==> config.mk <==
export PLATFORM = sky130hd
export DESIGN_NAME = rf_frame_crc_config
export DESIGN_NICKNAME = d
export VERILOG_FILES = /design/src/rtl/rf_frame_crc_config.v /design/src/rtl/crc_preset_lookup.v /design/src/rtl/crc_bit_engine.v
export VERILOG_INCLUDE_DIRS = /design/src /design/src/include
export SDC_FILE = /design/constraint.sdc
export NUM_CORES = 1
export LEC_CHECK = 0
export BUFFER_PORTS_ARGS = -buffer_cell sky130_fd_sc_hd__buf_2
export CORE_AREA = 2 2 108 137
export CTS_BUF_LIST = sky130_fd_sc_hd__clkbuf_16
export CTS_CLUSTER_SIZE = 30
export DETAILED_ROUTE_END_ITERATION = 16
export DIE_AREA = 0 0 110 139
export PLACE_DENSITY = 0.68
export RECOVER_POWER = 50
export SETUP_SLACK_MARGIN = 0.05
export SLEW_MARGIN = 40
export SYNTH_ARGS = -nofsm -noshare
export SYNTH_HDL_FRONTEND = slang
export SYNTH_SLANG_ARGS = --single-unit
==> constraint.sdc <==
create_clock -name clk -period 3.9 [get_ports clk]
set_input_delay 0.39 -clock clk [delete_from_list [all_inputs] [get_ports clk]]
set_output_delay 0.39 -clock clk [all_outputs]
set_load 0.05 [all_outputs]
==> src/include/rf_crc_defines.vh <==
// Purpose: Constants for the frame CRC configuration block
// Assumes: Included by its bare name from every design file
// Notes:   Definitions only
`ifndef RF_CRC_DEFINES_VH
`define RF_CRC_DEFINES_VH

// Register offsets
`define REG_TX_SETUP     8'h2C
`define REG_RX_SETUP     8'h2D
`define REG_IRQ_STATUS   8'h40
`define REG_IRQ_ENABLE   8'h41
`define REG_IRQ_CLEAR    8'h42
`define REG_RX_CRC_LO    8'h43
`define REG_RX_CRC_HI    8'h44

// Reset values and tx setup write mask
`define TX_SETUP_RESET   8'h00
`define RX_SETUP_RESET   8'h00
`define IRQ_ENABLE_RESET 3'h0
`define TX_SETUP_MASK    8'h7F

// Field positions; all but F_TO_FIFO shared by both setup registers
`define F_ENABLE         0
`define F_INVERT         1
`define F_WIDTH_LO       2
`define F_WIDTH_HI       3
`define F_START_LO       4
`define F_START_HI       6
`define F_TO_FIFO        7

// Width select codes
`define W_CRC5           2'h0
`define W_CRC8           2'h1
`define W_CRC16          2'h2

// Start value select codes
`define S_ZERO           3'h0
`define S_ONE            3'h1
`define S_TWO            3'h2
`define S_THREE          3'h3
`define S_USER           3'h6
`define S_ALL            3'h7

// Start values
`define P16_ONE          16'h6363
`define P16_TWO          16'hA671
`define P16_THREE        16'hFFFE
`define P16_ALL          16'hFFFF
`define P8_ONE           8'h12
`define P8_TWO           8'hBF
`define P8_THREE         8'hFD
`define P8_ALL           8'hFF
`define P5_ONE           5'h12
`define P5_ALL           5'h1F

// Generator polynomials, top bit implied
`define POLY16           16'h1021
`define POLY8            8'h1D
`define POLY5            5'h09

// Interrupt status bits
`define IRQ_TX_DONE      0
`define IRQ_RX_OK        1
`define IRQ_RX_ERR       2

`endif

==> src/rtl/rf_frame_crc_config.v <==
// Purpose: CRC append and check for a contactless reader frontend
// Assumes: Framing logic on clk marks frame start, bits and end
// Notes:   Setup is latched at each frame start
// Functional notes
// Tx enable appends CRC to outgoing frame
// Tx invert flips CRC bits before appending
// Width code: 0 CRC5, 1 CRC8, 2 CRC16
// CRC16 start values by select code
// CRC8 start values by select code
// CRC5 start values: codes 0, 1, 7
// Code 6 uses user value; 4,5 undefined
// Rx to-FIFO bit forwards received CRC bits
// Software sets to-FIFO for unaligned CRC
// Rx invert checks against inverted CRC
// Rx enable checks, flags error on mismatch
// Rx disabled: compute, leave error untouched
// Rx start select uses same code table
// Reload start value at each frame start
// Tx bit 7 ignores writes, reads zero
`timescale 1ns/1ps
`include "rf_crc_defines.vh"

module rf_frame_crc_config (
    // Clock and reset
    input  wire        clk,
    input  wire        srst,
    // Register port
    input  wire [7:0]  addr,
    input  wire [7:0]  wdata,
    input  wire        wr,
    input  wire        rd,
    output reg  [7:0]  rdata,
    // Non-volatile user start value
    input  wire [15:0] user_preset,
    // Transmit framing side
    input  wire        tx_frame_start,
    input  wire        tx_bit_valid,
    input  wire        tx_bit,
    input  wire        tx_frame_end,
    input  wire        tx_out_ready,
    output reg         tx_crc_valid,
    output reg         tx_crc_bit,
    output reg         tx_crc_done,
    // Receive framing side
    input  wire        rx_frame_start,
    input  wire        rx_bit_valid,
    input  wire        rx_bit,
    input  wire        rx_crc_field,
    input  wire        rx_frame_end,
    output reg         rx_fifo_valid,
    output reg         rx_fifo_bit,
    output reg         rx_check_done,
    output reg         rx_crc_error,
    // Interrupt
    output reg         irq
);

    localparam TX_IDLE   = 2'b00;
    localparam TX_DATA   = 2'b01;
    localparam TX_APPEND = 2'b10;

    // Setup registers and interrupt state
    reg [7:0]  tx_setup_reg;
    reg [7:0]  rx_setup_reg;
    reg [2:0]  irq_status_reg;
    reg [2:0]  irq_enable_reg;

    // Transmit state
    reg [1:0]  tx_state_reg;
    reg [1:0]  tx_width_reg;
    reg        tx_append_reg;
    reg        tx_invert_reg;
    reg [15:0] tx_shift_reg;
    reg [4:0]  tx_count_reg;

    // Receive state
    reg        rx_active_reg;
    reg [1:0]  rx_width_reg;
    reg        rx_check_reg;
    reg        rx_invert_reg;
    reg        rx_to_fifo_reg;
    reg [15:0] rx_capture_reg;
    reg [4:0]  rx_count_reg;

    wire [15:0] tx_preset;
    wire [15:0] rx_preset;
    wire [15:0] tx_crc_value;
    wire [15:0] rx_crc_value;

    wire        tx_load;
    wire        tx_feed;
    wire        rx_load;
    wire        rx_feed;
    reg         tx_done_evt;
    reg         rx_ok_evt;
    reg         rx_err_evt;
    reg  [15:0] rx_expected;
    reg         rx_match;

    function [15:0] width_mask;
        input [1:0] w;
        begin
            case (w)
                `W_CRC5:  width_mask = 16'h001F;
                `W_CRC8:  width_mask = 16'h00FF;
                `W_CRC16: width_mask = 16'hFFFF;
                default:  width_mask = 16'h0000;
            endcase
        end
    endfunction

    function [4:0] width_bits;
        input [1:0] w;
        begin
            case (w)
                `W_CRC5:  width_bits = 5'h05;
                `W_CRC8:  width_bits = 5'h08;
                `W_CRC16: width_bits = 5'h10;
                default:  width_bits = 5'h00;
            endcase
        end
    endfunction

    // Left-aligns the CRC so the first bit out is always bit 15
    function [15:0] align_top;
        input [15:0] c;
        input [1:0]  w;
        begin
            case (w)
                `W_CRC5:  align_top = {c[4:0], 11'h000};
                `W_CRC8:  align_top = {c[7:0], 8'h00};
                default:  align_top = c;
            endcase
        end
    endfunction

    // Start values from the live setup, both directions share one table
    crc_preset_lookup u_tx_preset (
        .start_sel   (tx_setup_reg[`F_START_HI:`F_START_LO]),
        .width_sel   (tx_setup_reg[`F_WIDTH_HI:`F_WIDTH_LO]),
        .user_preset (user_preset),
        .preset      (tx_preset)
    );

    crc_preset_lookup u_rx_preset (
        .start_sel   (rx_setup_reg[`F_START_HI:`F_START_LO]),
        .width_sel   (rx_setup_reg[`F_WIDTH_HI:`F_WIDTH_LO]),
        .user_preset (user_preset),
        .preset      (rx_preset)
    );

    assign tx_load = tx_frame_start;
    assign tx_feed = tx_bit_valid && (tx_state_reg == TX_DATA);
    assign rx_load = rx_frame_start;
    assign rx_feed = rx_bit_valid && rx_active_reg && !rx_crc_field;

    // Reload on each frame start, before any data bit
    crc_bit_engine u_tx_engine (
        .clk       (clk),
        .srst      (srst),
        .load      (tx_load),
        .preset    (tx_preset),
        .width_sel (tx_width_reg),
        .bit_valid (tx_feed),
        .bit_in    (tx_bit),
        .crc_reg   (tx_crc_value)
    );

    // Receive CRC runs whether or not checking is on
    crc_bit_engine u_rx_engine (
        .clk       (clk),
        .srst      (srst),
        .load      (rx_load),
        .preset    (rx_preset),
        .width_sel (rx_width_reg),
        .bit_valid (rx_feed),
        .bit_in    (rx_bit),
        .crc_reg   (rx_crc_value)
    );

    // Setup registers
    always @(posedge clk) begin
        if (srst) begin
            tx_setup_reg   <= `TX_SETUP_RESET;
            rx_setup_reg   <= `RX_SETUP_RESET;
            irq_enable_reg <= `IRQ_ENABLE_RESET;
        end else if (wr) begin
            if (addr == `REG_TX_SETUP) begin
                tx_setup_reg <= wdata & `TX_SETUP_MASK;
            end else if (addr == `REG_RX_SETUP) begin
                rx_setup_reg <= wdata;
            end else if (addr == `REG_IRQ_ENABLE) begin
                irq_enable_reg <= wdata[2:0];
            end
        end
    end

    // Read data stands only in the cycle after the strobe
    always @(posedge clk) begin
        if (srst) begin
            rdata <= 8'h00;
        end else if (rd) begin
            if (addr == `REG_TX_SETUP) begin
                rdata <= tx_setup_reg;
            end else if (addr == `REG_RX_SETUP) begin
                rdata <= rx_setup_reg;
            end else if (addr == `REG_IRQ_STATUS) begin
                rdata <= {5'h00, irq_status_reg};
            end else if (addr == `REG_IRQ_ENABLE) begin
                rdata <= {5'h00, irq_enable_reg};
            end else if (addr == `REG_RX_CRC_LO) begin
                rdata <= rx_crc_value[7:0];
            end else if (addr == `REG_RX_CRC_HI) begin
                rdata <= rx_crc_value[15:8];
            end else begin
                rdata <= 8'h00;
            end
        end else begin
            rdata <= 8'h00;
        end
    end

    // Transmit sequence: data, then optional appended CRC
    always @(posedge clk) begin
        if (srst) begin
            tx_state_reg  <= TX_IDLE;
            tx_width_reg  <= `W_CRC5;
            tx_append_reg <= 1'b0;
            tx_invert_reg <= 1'b0;
            tx_shift_reg  <= 16'h0000;
            tx_count_reg  <= 5'h00;
            tx_crc_valid  <= 1'b0;
            tx_crc_bit    <= 1'b0;
            tx_crc_done   <= 1'b0;
        end else begin
            tx_crc_valid <= 1'b0;
            tx_crc_done  <= 1'b0;
            if (tx_frame_start) begin
                // Settings are frozen per frame so a mid-frame write cannot corrupt it
                tx_state_reg  <= TX_DATA;
                tx_width_reg  <= tx_setup_reg[`F_WIDTH_HI:`F_WIDTH_LO];
                tx_append_reg <= tx_setup_reg[`F_ENABLE];
                tx_invert_reg <= tx_setup_reg[`F_INVERT];
            end else begin
                case (tx_state_reg)
                    TX_DATA: begin
                        if (tx_frame_end) begin
                            if (tx_append_reg) begin
                                tx_state_reg <= TX_APPEND;
                                tx_count_reg <= width_bits(tx_width_reg);
                                tx_shift_reg <= align_top(tx_crc_value ^
                                    (tx_invert_reg ? width_mask(tx_width_reg) : 16'h0000),
                                    tx_width_reg);
                            end else begin
                                tx_state_reg <= TX_IDLE;
                                tx_crc_done  <= 1'b1;
                            end
                        end
                    end
                    TX_APPEND: begin
                        if (tx_count_reg == 5'h00) begin
                            tx_state_reg <= TX_IDLE;
                            tx_crc_done  <= 1'b1;
                        end else if (tx_out_ready) begin
                            tx_crc_valid <= 1'b1;
                            tx_crc_bit   <= tx_shift_reg[15];
                            tx_shift_reg <= {tx_shift_reg[14:0], 1'b0};
                            tx_count_reg <= tx_count_reg - 5'h01;
                        end
                    end
                    default: tx_state_reg <= TX_IDLE;
                endcase
            end
        end
    end

    // Receive comparison, computed at frame end
    always @* begin
        rx_expected = (rx_crc_value ^ (rx_invert_reg ? width_mask(rx_width_reg) : 16'h0000))
                      & width_mask(rx_width_reg);
        rx_match    = ((rx_capture_reg & width_mask(rx_width_reg)) == rx_expected) &&
                      (rx_count_reg == width_bits(rx_width_reg)) &&
                      (width_bits(rx_width_reg) != 5'h00);
    end

    // Receive sequence: data into engine, CRC field captured for the check
    always @(posedge clk) begin
        if (srst) begin
            rx_active_reg  <= 1'b0;
            rx_width_reg   <= `W_CRC5;
            rx_check_reg   <= 1'b0;
            rx_invert_reg  <= 1'b0;
            rx_to_fifo_reg <= 1'b0;
            rx_capture_reg <= 16'h0000;
            rx_count_reg   <= 5'h00;
            rx_fifo_valid  <= 1'b0;
            rx_fifo_bit    <= 1'b0;
            rx_check_done  <= 1'b0;
            rx_crc_error   <= 1'b0;
        end else begin
            rx_fifo_valid <= 1'b0;
            rx_check_done <= 1'b0;
            rx_crc_error  <= 1'b0;
            if (rx_frame_start) begin
                rx_active_reg  <= 1'b1;
                rx_width_reg   <= rx_setup_reg[`F_WIDTH_HI:`F_WIDTH_LO];
                rx_check_reg   <= rx_setup_reg[`F_ENABLE];
                rx_invert_reg  <= rx_setup_reg[`F_INVERT];
                rx_to_fifo_reg <= rx_setup_reg[`F_TO_FIFO];
                rx_capture_reg <= 16'h0000;
                rx_count_reg   <= 5'h00;
            end else if (rx_active_reg) begin
                if (rx_frame_end) begin
                    rx_active_reg <= 1'b0;
                    rx_check_done <= 1'b1;
                    // Flag only when checking is on; otherwise it stays low
                    rx_crc_error  <= rx_check_reg && !rx_match;
                end else if (rx_bit_valid && rx_crc_field) begin
                    rx_capture_reg <= {rx_capture_reg[14:0], rx_bit};
                    if (rx_count_reg != 5'h1F) begin
                        rx_count_reg <= rx_count_reg + 5'h01;
                    end
                    // Per-bit forwarding keeps a non byte aligned CRC intact
                    rx_fifo_valid <= rx_to_fifo_reg;
                    rx_fifo_bit   <= rx_bit;
                end
            end
        end
    end

    // Interrupt events
    always @* begin
        tx_done_evt = ((tx_state_reg == TX_APPEND) && (tx_count_reg == 5'h00) && !tx_frame_start) ||
                      ((tx_state_reg == TX_DATA) && tx_frame_end && !tx_append_reg && !tx_frame_start);
        rx_ok_evt   = rx_active_reg && !rx_frame_start && rx_frame_end && rx_check_reg && rx_match;
        rx_err_evt  = rx_active_reg && !rx_frame_start && rx_frame_end && rx_check_reg && !rx_match;
    end

    // Sticky status: a new event wins over a clear in the same cycle
    always @(posedge clk) begin
        if (srst) begin
            irq_status_reg <= 3'h0;
            irq            <= 1'b0;
        end else begin
            irq_status_reg <= (irq_status_reg &
                               ~((wr && (addr == `REG_IRQ_CLEAR)) ? wdata[2:0] : 3'h0)) |
                              {rx_err_evt, rx_ok_evt, tx_done_evt};
            irq            <= |(irq_status_reg & irq_enable_reg);
        end
    end

endmodule

==> src/rtl/crc_preset_lookup.v <==
// Purpose: Maps a start value select code to a CRC start value
// Assumes: User value comes from non-volatile configuration
// Notes:   Undefined codes give zero
`timescale 1ns/1ps
`include "rf_crc_defines.vh"

module crc_preset_lookup (
    // Selection
    input  wire [2:0]  start_sel,
    input  wire [1:0]  width_sel,
    // Non-volatile user value
    input  wire [15:0] user_preset,
    // Result
    output reg  [15:0] preset
);

    always @* begin
        preset = 16'h0000;
        case (width_sel)
            `W_CRC16: begin
                case (start_sel)
                    `S_ONE:   preset = `P16_ONE;
                    `S_TWO:   preset = `P16_TWO;
                    `S_THREE: preset = `P16_THREE;
                    `S_USER:  preset = user_preset;
                    `S_ALL:   preset = `P16_ALL;
                    default:  preset = 16'h0000;
                endcase
            end
            `W_CRC8: begin
                case (start_sel)
                    `S_ONE:   preset = {8'h00, `P8_ONE};
                    `S_TWO:   preset = {8'h00, `P8_TWO};
                    `S_THREE: preset = {8'h00, `P8_THREE};
                    `S_USER:  preset = {8'h00, user_preset[7:0]};
                    `S_ALL:   preset = {8'h00, `P8_ALL};
                    default:  preset = 16'h0000;
                endcase
            end
            `W_CRC5: begin
                case (start_sel)
                    `S_ONE:   preset = {11'h000, `P5_ONE};
                    `S_USER:  preset = {11'h000, user_preset[4:0]};
                    `S_ALL:   preset = {11'h000, `P5_ALL};
                    default:  preset = 16'h0000;
                endcase
            end
            default: preset = 16'h0000;
        endcase
    end

endmodule

==> src/rtl/crc_bit_engine.v <==
// Purpose: Serial CRC register, one bit per accepted cycle
// Assumes: Bits arrive most significant first into the shift
// Notes:   Load has priority over a bit in the same cycle
`timescale 1ns/1ps
`include "rf_crc_defines.vh"

module crc_bit_engine (
    // Clock and reset
    input  wire        clk,
    input  wire        srst,
    // Control
    input  wire        load,
    input  wire [15:0] preset,
    input  wire [1:0]  width_sel,
    // Data bits
    input  wire        bit_valid,
    input  wire        bit_in,
    // Running value
    output reg  [15:0] crc_reg
);

    function [15:0] crc_step;
        input [15:0] c;
        input [1:0]  w;
        input        b;
        reg          fb;
        begin
            fb = 1'b0;
            case (w)
                `W_CRC5: begin
                    fb = c[4] ^ b;
                    crc_step = {11'h000, c[3:0], 1'b0} ^ (fb ? {11'h000, `POLY5} : 16'h0000);
                end
                `W_CRC8: begin
                    fb = c[7] ^ b;
                    crc_step = {8'h00, c[6:0], 1'b0} ^ (fb ? {8'h00, `POLY8} : 16'h0000);
                end
                `W_CRC16: begin
                    fb = c[15] ^ b;
                    crc_step = {c[14:0], 1'b0} ^ (fb ? `POLY16 : 16'h0000);
                end
                default: crc_step = c;
            endcase
        end
    endfunction

    always @(posedge clk) begin
        if (srst) begin
            crc_reg <= 16'h0000;
        end else if (load) begin
            crc_reg <= preset;
        end else if (bit_valid) begin
            crc_reg <= crc_step(crc_reg, width_sel, bit_in);
        end
    end

endmodule

**Word-level counts from Yosys, hierarchy flattened**

Cells that the tools add are included.

- Add/sub/neg operators: 2
- Equality and inequality tests: 37
- Multiplexer cells: 63
- Bitwise gates (word level): 30
- Reduce and logical (&&, ||, !) cells: 56

Operators by type and width:

| kind | number |
|---|---|
| one-hot mux 16 bit (3 select lines) | 6 |
| 2-to-1 mux 16 bit | 15 |
| one-hot mux 16 bit (5 select lines) | 2 |
| one-hot mux 8 bit (5 select lines) | 2 |
| one-hot mux 16 bit (2 select lines) | 2 |
| bitwise XOR 16 bit | 4 |
| one-hot mux 5 bit (3 select lines) | 4 |
| equality test 8 x 7 -> 1 bit, second input constant | 5 |
| 2-to-1 mux 8 bit | 5 |
| AND 16 bit | 2 |
| bitwise XOR 5 x 16 -> 16 bit | 2 |
| bitwise XOR 8 x 16 -> 16 bit | 2 |
| 2-to-1 mux 5 bit | 6 |
| 2-to-1 mux 13 bit | 2 |
| logical AND 1 bit | 18 |
| equality test 16 bit | 1 |
| equality test 8 x 6 -> 1 bit, second input constant | 2 |
| AND reduction 4 bit | 4 |
| equality test 3 x 2 -> 1 bit, second input constant | 4 |
| equality test 3 bit, second input constant | 4 |
| equality test 2 x 1 -> 1 bit, second input constant | 5 |
| equality test 2 bit, second input constant | 5 |
| inverter 1 bit | 10 |
| one-hot mux 5 bit (2 select lines) | 1 |
| 34 further kinds | 75 |

- Flip-flop bits (word level): 123
- Bits of input ports: 46
- Logic and storage cells: 218

**Depth between registers and ports, before layout**

- Depth in word-level cells: 13
- Mapped depth: 12
- Gate-level depth less buffers: 8

**Modules after synthesis**

From an unflattened synthesis, not the netlist that was laid out.

- Cell total of the unflattened synthesis: 937
- Area, all modules: 7646.1 µm²

By module, submodules not included:

| module | times used | cells each | area an instance (µm²) |
|---|---|---|---|
| rf_frame_crc_config | 1 | 561 | 4665.7 |
| crc_bit_engine | 2 | 124 | 1113.6 |
| crc_preset_lookup | 2 | 64 | 376.6 |

**Least setup slack after synthesis**

No wires, ideal clock.

- Path type: reg2reg
- Start: reg rx_width_reg[0]
- End: reg irq_status_reg[2]
- Setup time: 116 ps
- Data arrival time: 1941 ps
- Required time: 3784 ps
- Slack: 1843 ps
- Stages on the path, launching flop included: 10
- Path buffers: 1
- Period minus slack after synthesis: 2057 ps
- Path through: dfxtp_1 > inv_1 > ha_1 > buf_4 > inv_1 > o211ai_1 > nor4_2 > a41oi_1 > o41a_1 > a31o_1

- Word-level cells in the longest chain between the ends: 11
- Elaborated cells between the ends (all ways): 17

RTL lines:

| what | RTL line | RTL |
|---|---|---|
| start: declaration | rf_frame_crc_config.v:78 | `reg [1:0] rx_width_reg;` |
| start signal: assignment | rf_frame_crc_config.v:290 | `` rx_width_reg <= `W_CRC5; `` |
| start signal: assignment | rf_frame_crc_config.v:306 | `` rx_width_reg <= rx_setup_reg[`F_WIDTH_HI:`F_WIDTH_LO]; `` |
| equality test 2 bit (tied with other cells) | rf_frame_crc_config.v:103, rf_frame_crc_config.v:115 |  |
| one-hot mux 16 bit (3 select lines) | rf_frame_crc_config.v:103 | `case (w)` |
| 2-to-1 mux 16 bit | rf_frame_crc_config.v:279 | `rx_expected = (rx_crc_value ^ (rx_invert_reg ? width_mask(rx_width_reg) : 16'h0000))` |
| bitwise XOR 16 bit | rf_frame_crc_config.v:279 |  |
| AND 16 bit | rf_frame_crc_config.v:280 | `& width_mask(rx_width_reg);` |
| equality test 16 bit | rf_frame_crc_config.v:281 | `rx_match = ((rx_capture_reg & width_mask(rx_width_reg)) == rx_expected) &&` |
| logical AND 1 bit | rf_frame_crc_config.v:281 |  |
| logical AND 1 bit * | rf_frame_crc_config.v:282 | `(rx_count_reg == width_bits(rx_width_reg)) &&` |
| logical NOT 1 bit * | rf_frame_crc_config.v:336 | `rx_err_evt = rx_active_reg && !rx_frame_start && rx_frame_end && rx_check_reg && !rx_match;` |
| logical AND 1 bit * | rf_frame_crc_config.v:336 |  |
| bitwise OR 3 bit * | rf_frame_crc_config.v:345 | `irq_status_reg <= (irq_status_reg &` |
| end signal: assignment | rf_frame_crc_config.v:345 |  |
| end: declaration | rf_frame_crc_config.v:65 | `reg [2:0] irq_status_reg;` |

Every way passes the cells marked *; elsewhere a longest branch is shown, timed or not.
A chain may end at the register's enable or synchronous reset.

**Worst setup path after layout**

- Start: reg tx_state_reg[0]
- End: reg tx_shift_reg[0]

- Word-level cells in the longest chain between the ends: 3
- Elaborated cells between the ends (all ways): 9

RTL lines:

| what | RTL line | RTL |
|---|---|---|
| start: declaration | rf_frame_crc_config.v:69 | `reg [1:0] tx_state_reg;` |
| start signal: assignment | rf_frame_crc_config.v:226 | `tx_state_reg <= TX_IDLE;` |
| start signal: assignment | rf_frame_crc_config.v:240 | `tx_state_reg <= TX_DATA;` |
| start signal: assignment | rf_frame_crc_config.v:249 | `tx_state_reg <= TX_APPEND;` |
| equality test 2 bit or equality test 2 x 1 -> 1 bit (tied branches) | rf_frame_crc_config.v:245 | `case (tx_state_reg)` |
| inequality test 2 bit (no source line) or nonzero test 2 bit (tied branches) | n/a |  |
| AND reduction 6 bit (no source line) | n/a |  |
| end signal: assignment | rf_frame_crc_config.v:251 | `tx_shift_reg <= align_top(tx_crc_value ^` |
| end signal: assignment | rf_frame_crc_config.v:267 | `tx_shift_reg <= {tx_shift_reg[14:0], 1'b0};` |
| end: declaration | rf_frame_crc_config.v:73 | `reg [15:0] tx_shift_reg;` |

Several ways; a longest one is shown, not always the timed one.

==> run_results.csv <==
group,metric,value,unit
place,finalWeightedCongestion,0.890,
finish,instances_no_fill,1098,
yosys,synth_area,0.00689,mm2
global_route,grt_pass1_vias,5946,
clocking,cts.path.max_buffers,2,
yosys,synth-edff-count,0,
yosys,yosys-top-cells-count,"dfxtp_1, nor2_1, nand2_1, a21oi_1, o21ai_0",
global_route,grt_overflow_total,0,
timing,period_share,0.723,
global_route,grt_busiest_layer,"met2",
timing,max_freq,0.355,GHz
global_route,antenna_found_initial,0,
routing,ant_nets,0,
yosys,async_flop_share,0,
place,dp_cells,1066,
timing,hold_violations,0,
timing,tightestPinTransition,1.37,ns
place,port_buffers,61,
finish,layout-drive-gt1-share,0.107,
finish,fin_nets,966,
timing,setup_viol,0,
critical_path,required,4.19,ns
yosys,synth_cell_types,71,
clocking,postCtsHoldBufs,0,
yosys,synth-main-ff-cell,"dfxtp_1",
place,dp_hpwl,13400,um
critical_path,cp_max_fo,21,
global_route,gr-usage-met3,0.0498,
floorplan,die_y,139,um
routing,wl_per_cell,17.1,um
yosys,yosys.cell_count.top_type,"dfxtp_1",
critical_path,endpoint,"tx_shift_reg[0]",
timing,hold_ws,0.215,ns
floorplan,rows,49,
clocking,clock_sinks,123,
yosys,yosysTopAreaCell,"dfxtp_1",
floorplan,die_x,110,um
floorplan,initial_utilization,0.490,
clocking,cts_resized,0,
global_route,use_met1,0.290,
critical_path,crit_start,"tx_state_reg[0]",
yosys,ys_warn_count,0,
status,outcome,"completed",
critical_path,reg2reg_depth,9,
timing,period_needed,2.82,ns
clocking,cts_max_level,4,
finish,syn_to_final_growth,11.6,%
floorplan,pin_count,62,
critical_path,worstSetupEndpointType,"flip-flop",
global_route,track_usage,0.250,
routing,viasPerCell,5.85,
critical_path,crit_type,"flip-flop to flip-flop",
yosys,yosys-top-cells-area,"dfxtp_1, nor2_1, a21oi_1, nand2_1, o21ai_0",
critical_path,worstSetupStartpointType,"flip-flop",
power_and_ir_drop,p_per_area,397,mW/mm2
timing,setup_tns,0,ns
routing,drc_errors,0,
floorplan,die-area,0.0153,mm2
global_route,grt_max_degree,46,
clocking,clockRootBuffer,"clkbuf_16",
critical_path,rr_endpoint,"tx_shift_reg[0]",
timing,slew_viol_final,0,
routing,drt_iter0_drc,648,
yosys,synth-seq-cells,123,
timing,rsz0062_at_grt,"false",
global_route,use_met2,0.429,
yosys,syn_nets,949,
clocking,cts_setup_buffers,0,
power_and_ir_drop,power.total,3050,uW
clocking,insertion_delay,0.43,ns
yosys,synth-seq-area-share,0.358,
critical_path,regToRegSetupSlack,1.08,ns
clocking,cts_buffers,17,
power_and_ir_drop,leakage,0.00283,uW
timing,slew_headroom,0.0864,
timing,fin_skew,0.00866,ns
routing,first_pass_iters,5,
run,maxCapViolCount,0,
global_route,grt_pass1_wl,30000,um
critical_path,rr_startpoint,"tx_state_reg[0]",
clocking,clk_pin_slew,0.06,ns
routing,vias,6427,
yosys,synthCells,890,
clocking,cts_tree,"done",
routing,wl,18700,um
yosys,synth.avg_cell_area,7.74,um2
yosys,synth_top_area_frac,0.358,
finish,antenna_cells,0,
floorplan,coreArea,0.0140,mm2
hold_path,hp-class,"primary input to flip-flop",
power_and_ir_drop,vdd_ir_drop_max,0.285,mV
critical_path,worstPathArrival,3.11,ns
-- cells by family after synthesis --
family	share of synthesized area
flip-flops	0.358
AO/OA/AOI/OAI	0.250
AND/OR/NAND/NOR	0.218
multiplexers	0.0373
XOR/XNOR	0.0572
adder cells (fa/ha/maj)	0.0236
buffers and inverters	0.0565
-- where the power goes --
part | switching, uW | internal (uW) | total (uW)
logic | 136 | 83.8 | 220
registers | 35.1 | 1280 | 1320
clock network | 629 | 884 | 1510
-- stage by stage --
step                area, um2   util  setup WS, ns
finish                   7680  0.547          1.08
detailed placement       7160  0.510          1.08
global route             7680  0.547         0.857
global placement         7160  0.510          1.12
floorplan                6890      -          1.84
CTS                      7720  0.550          1.07
-- final cells by class --
type	count	area, um2
Sequential cell	123	2460
Fill cell	1348	6360
Multi-Input combinational cell	676	4020
Clock buffer	17	425
Clock inverter	15	138
Timing Repair Buffer	65	325
Tap cell	178	223
Inverter	24	90.1
-- worst max-delay path, stage by stage, from the launching register on --
cell      delay (ns)
dfxtp_1         0.32
inv_1           0.06
ha_1            0.56
clkinv_1        0.14
buf_4           0.22
or4_1           0.52
nand2_1         0.53
nor3_1          0.13
a21oi_1         0.14
nor2_1          0.06
-- worst min path at each step --
stage	startpoint	end	slack, ns	cells past startpoint
5_1_grt	wdata[7]	rx_setup_reg[7]	0.23	3
2_1_floorplan	rx_to_fifo_reg	rx_fifo_valid	0.42	2
6_report	wdata[7]	rx_setup_reg[7]	0.22	3
3_5_place_dp	rx_to_fifo_reg	rx_fifo_valid	0.45	2
4_1_cts	wdata[7]	rx_setup_reg[7]	0.21	3
3_3_place_gp	rx_to_fifo_reg	rx_fifo_valid	0.43	2
-- placed cells by master (no fill, tap or decap), types with 6 or more instances in the layout --
cell type and count:
nor2b_1 10, mux2i_1 20, o22ai_1 9, nor3_1 27
buf_2 40, ha_1 13, nand3_1 20, a31oi_1 6
clkbuf_1 20, nand2b_1 12, o211ai_1 15, xor2_1 29
nand2_1 97, inv_1 22, nor4_1 6, a21oi_1 86
a221oi_1 11, nor2_1 117, o21ai_0 59, a211oi_1 20
inv_6 6, clkbuf_16 17, xnor2_1 16, dfxtp_1 123
-- layer usage --
layer | routed length [um] | part of all wire
met1 | 7750 | 0.41
met2 | 9630 | 0.51
met3 | 678 | 0.036
met4 | 689 | 0.037
met5 | 0 | 0
Note: power is estimated with default switching activity, not from simulation.
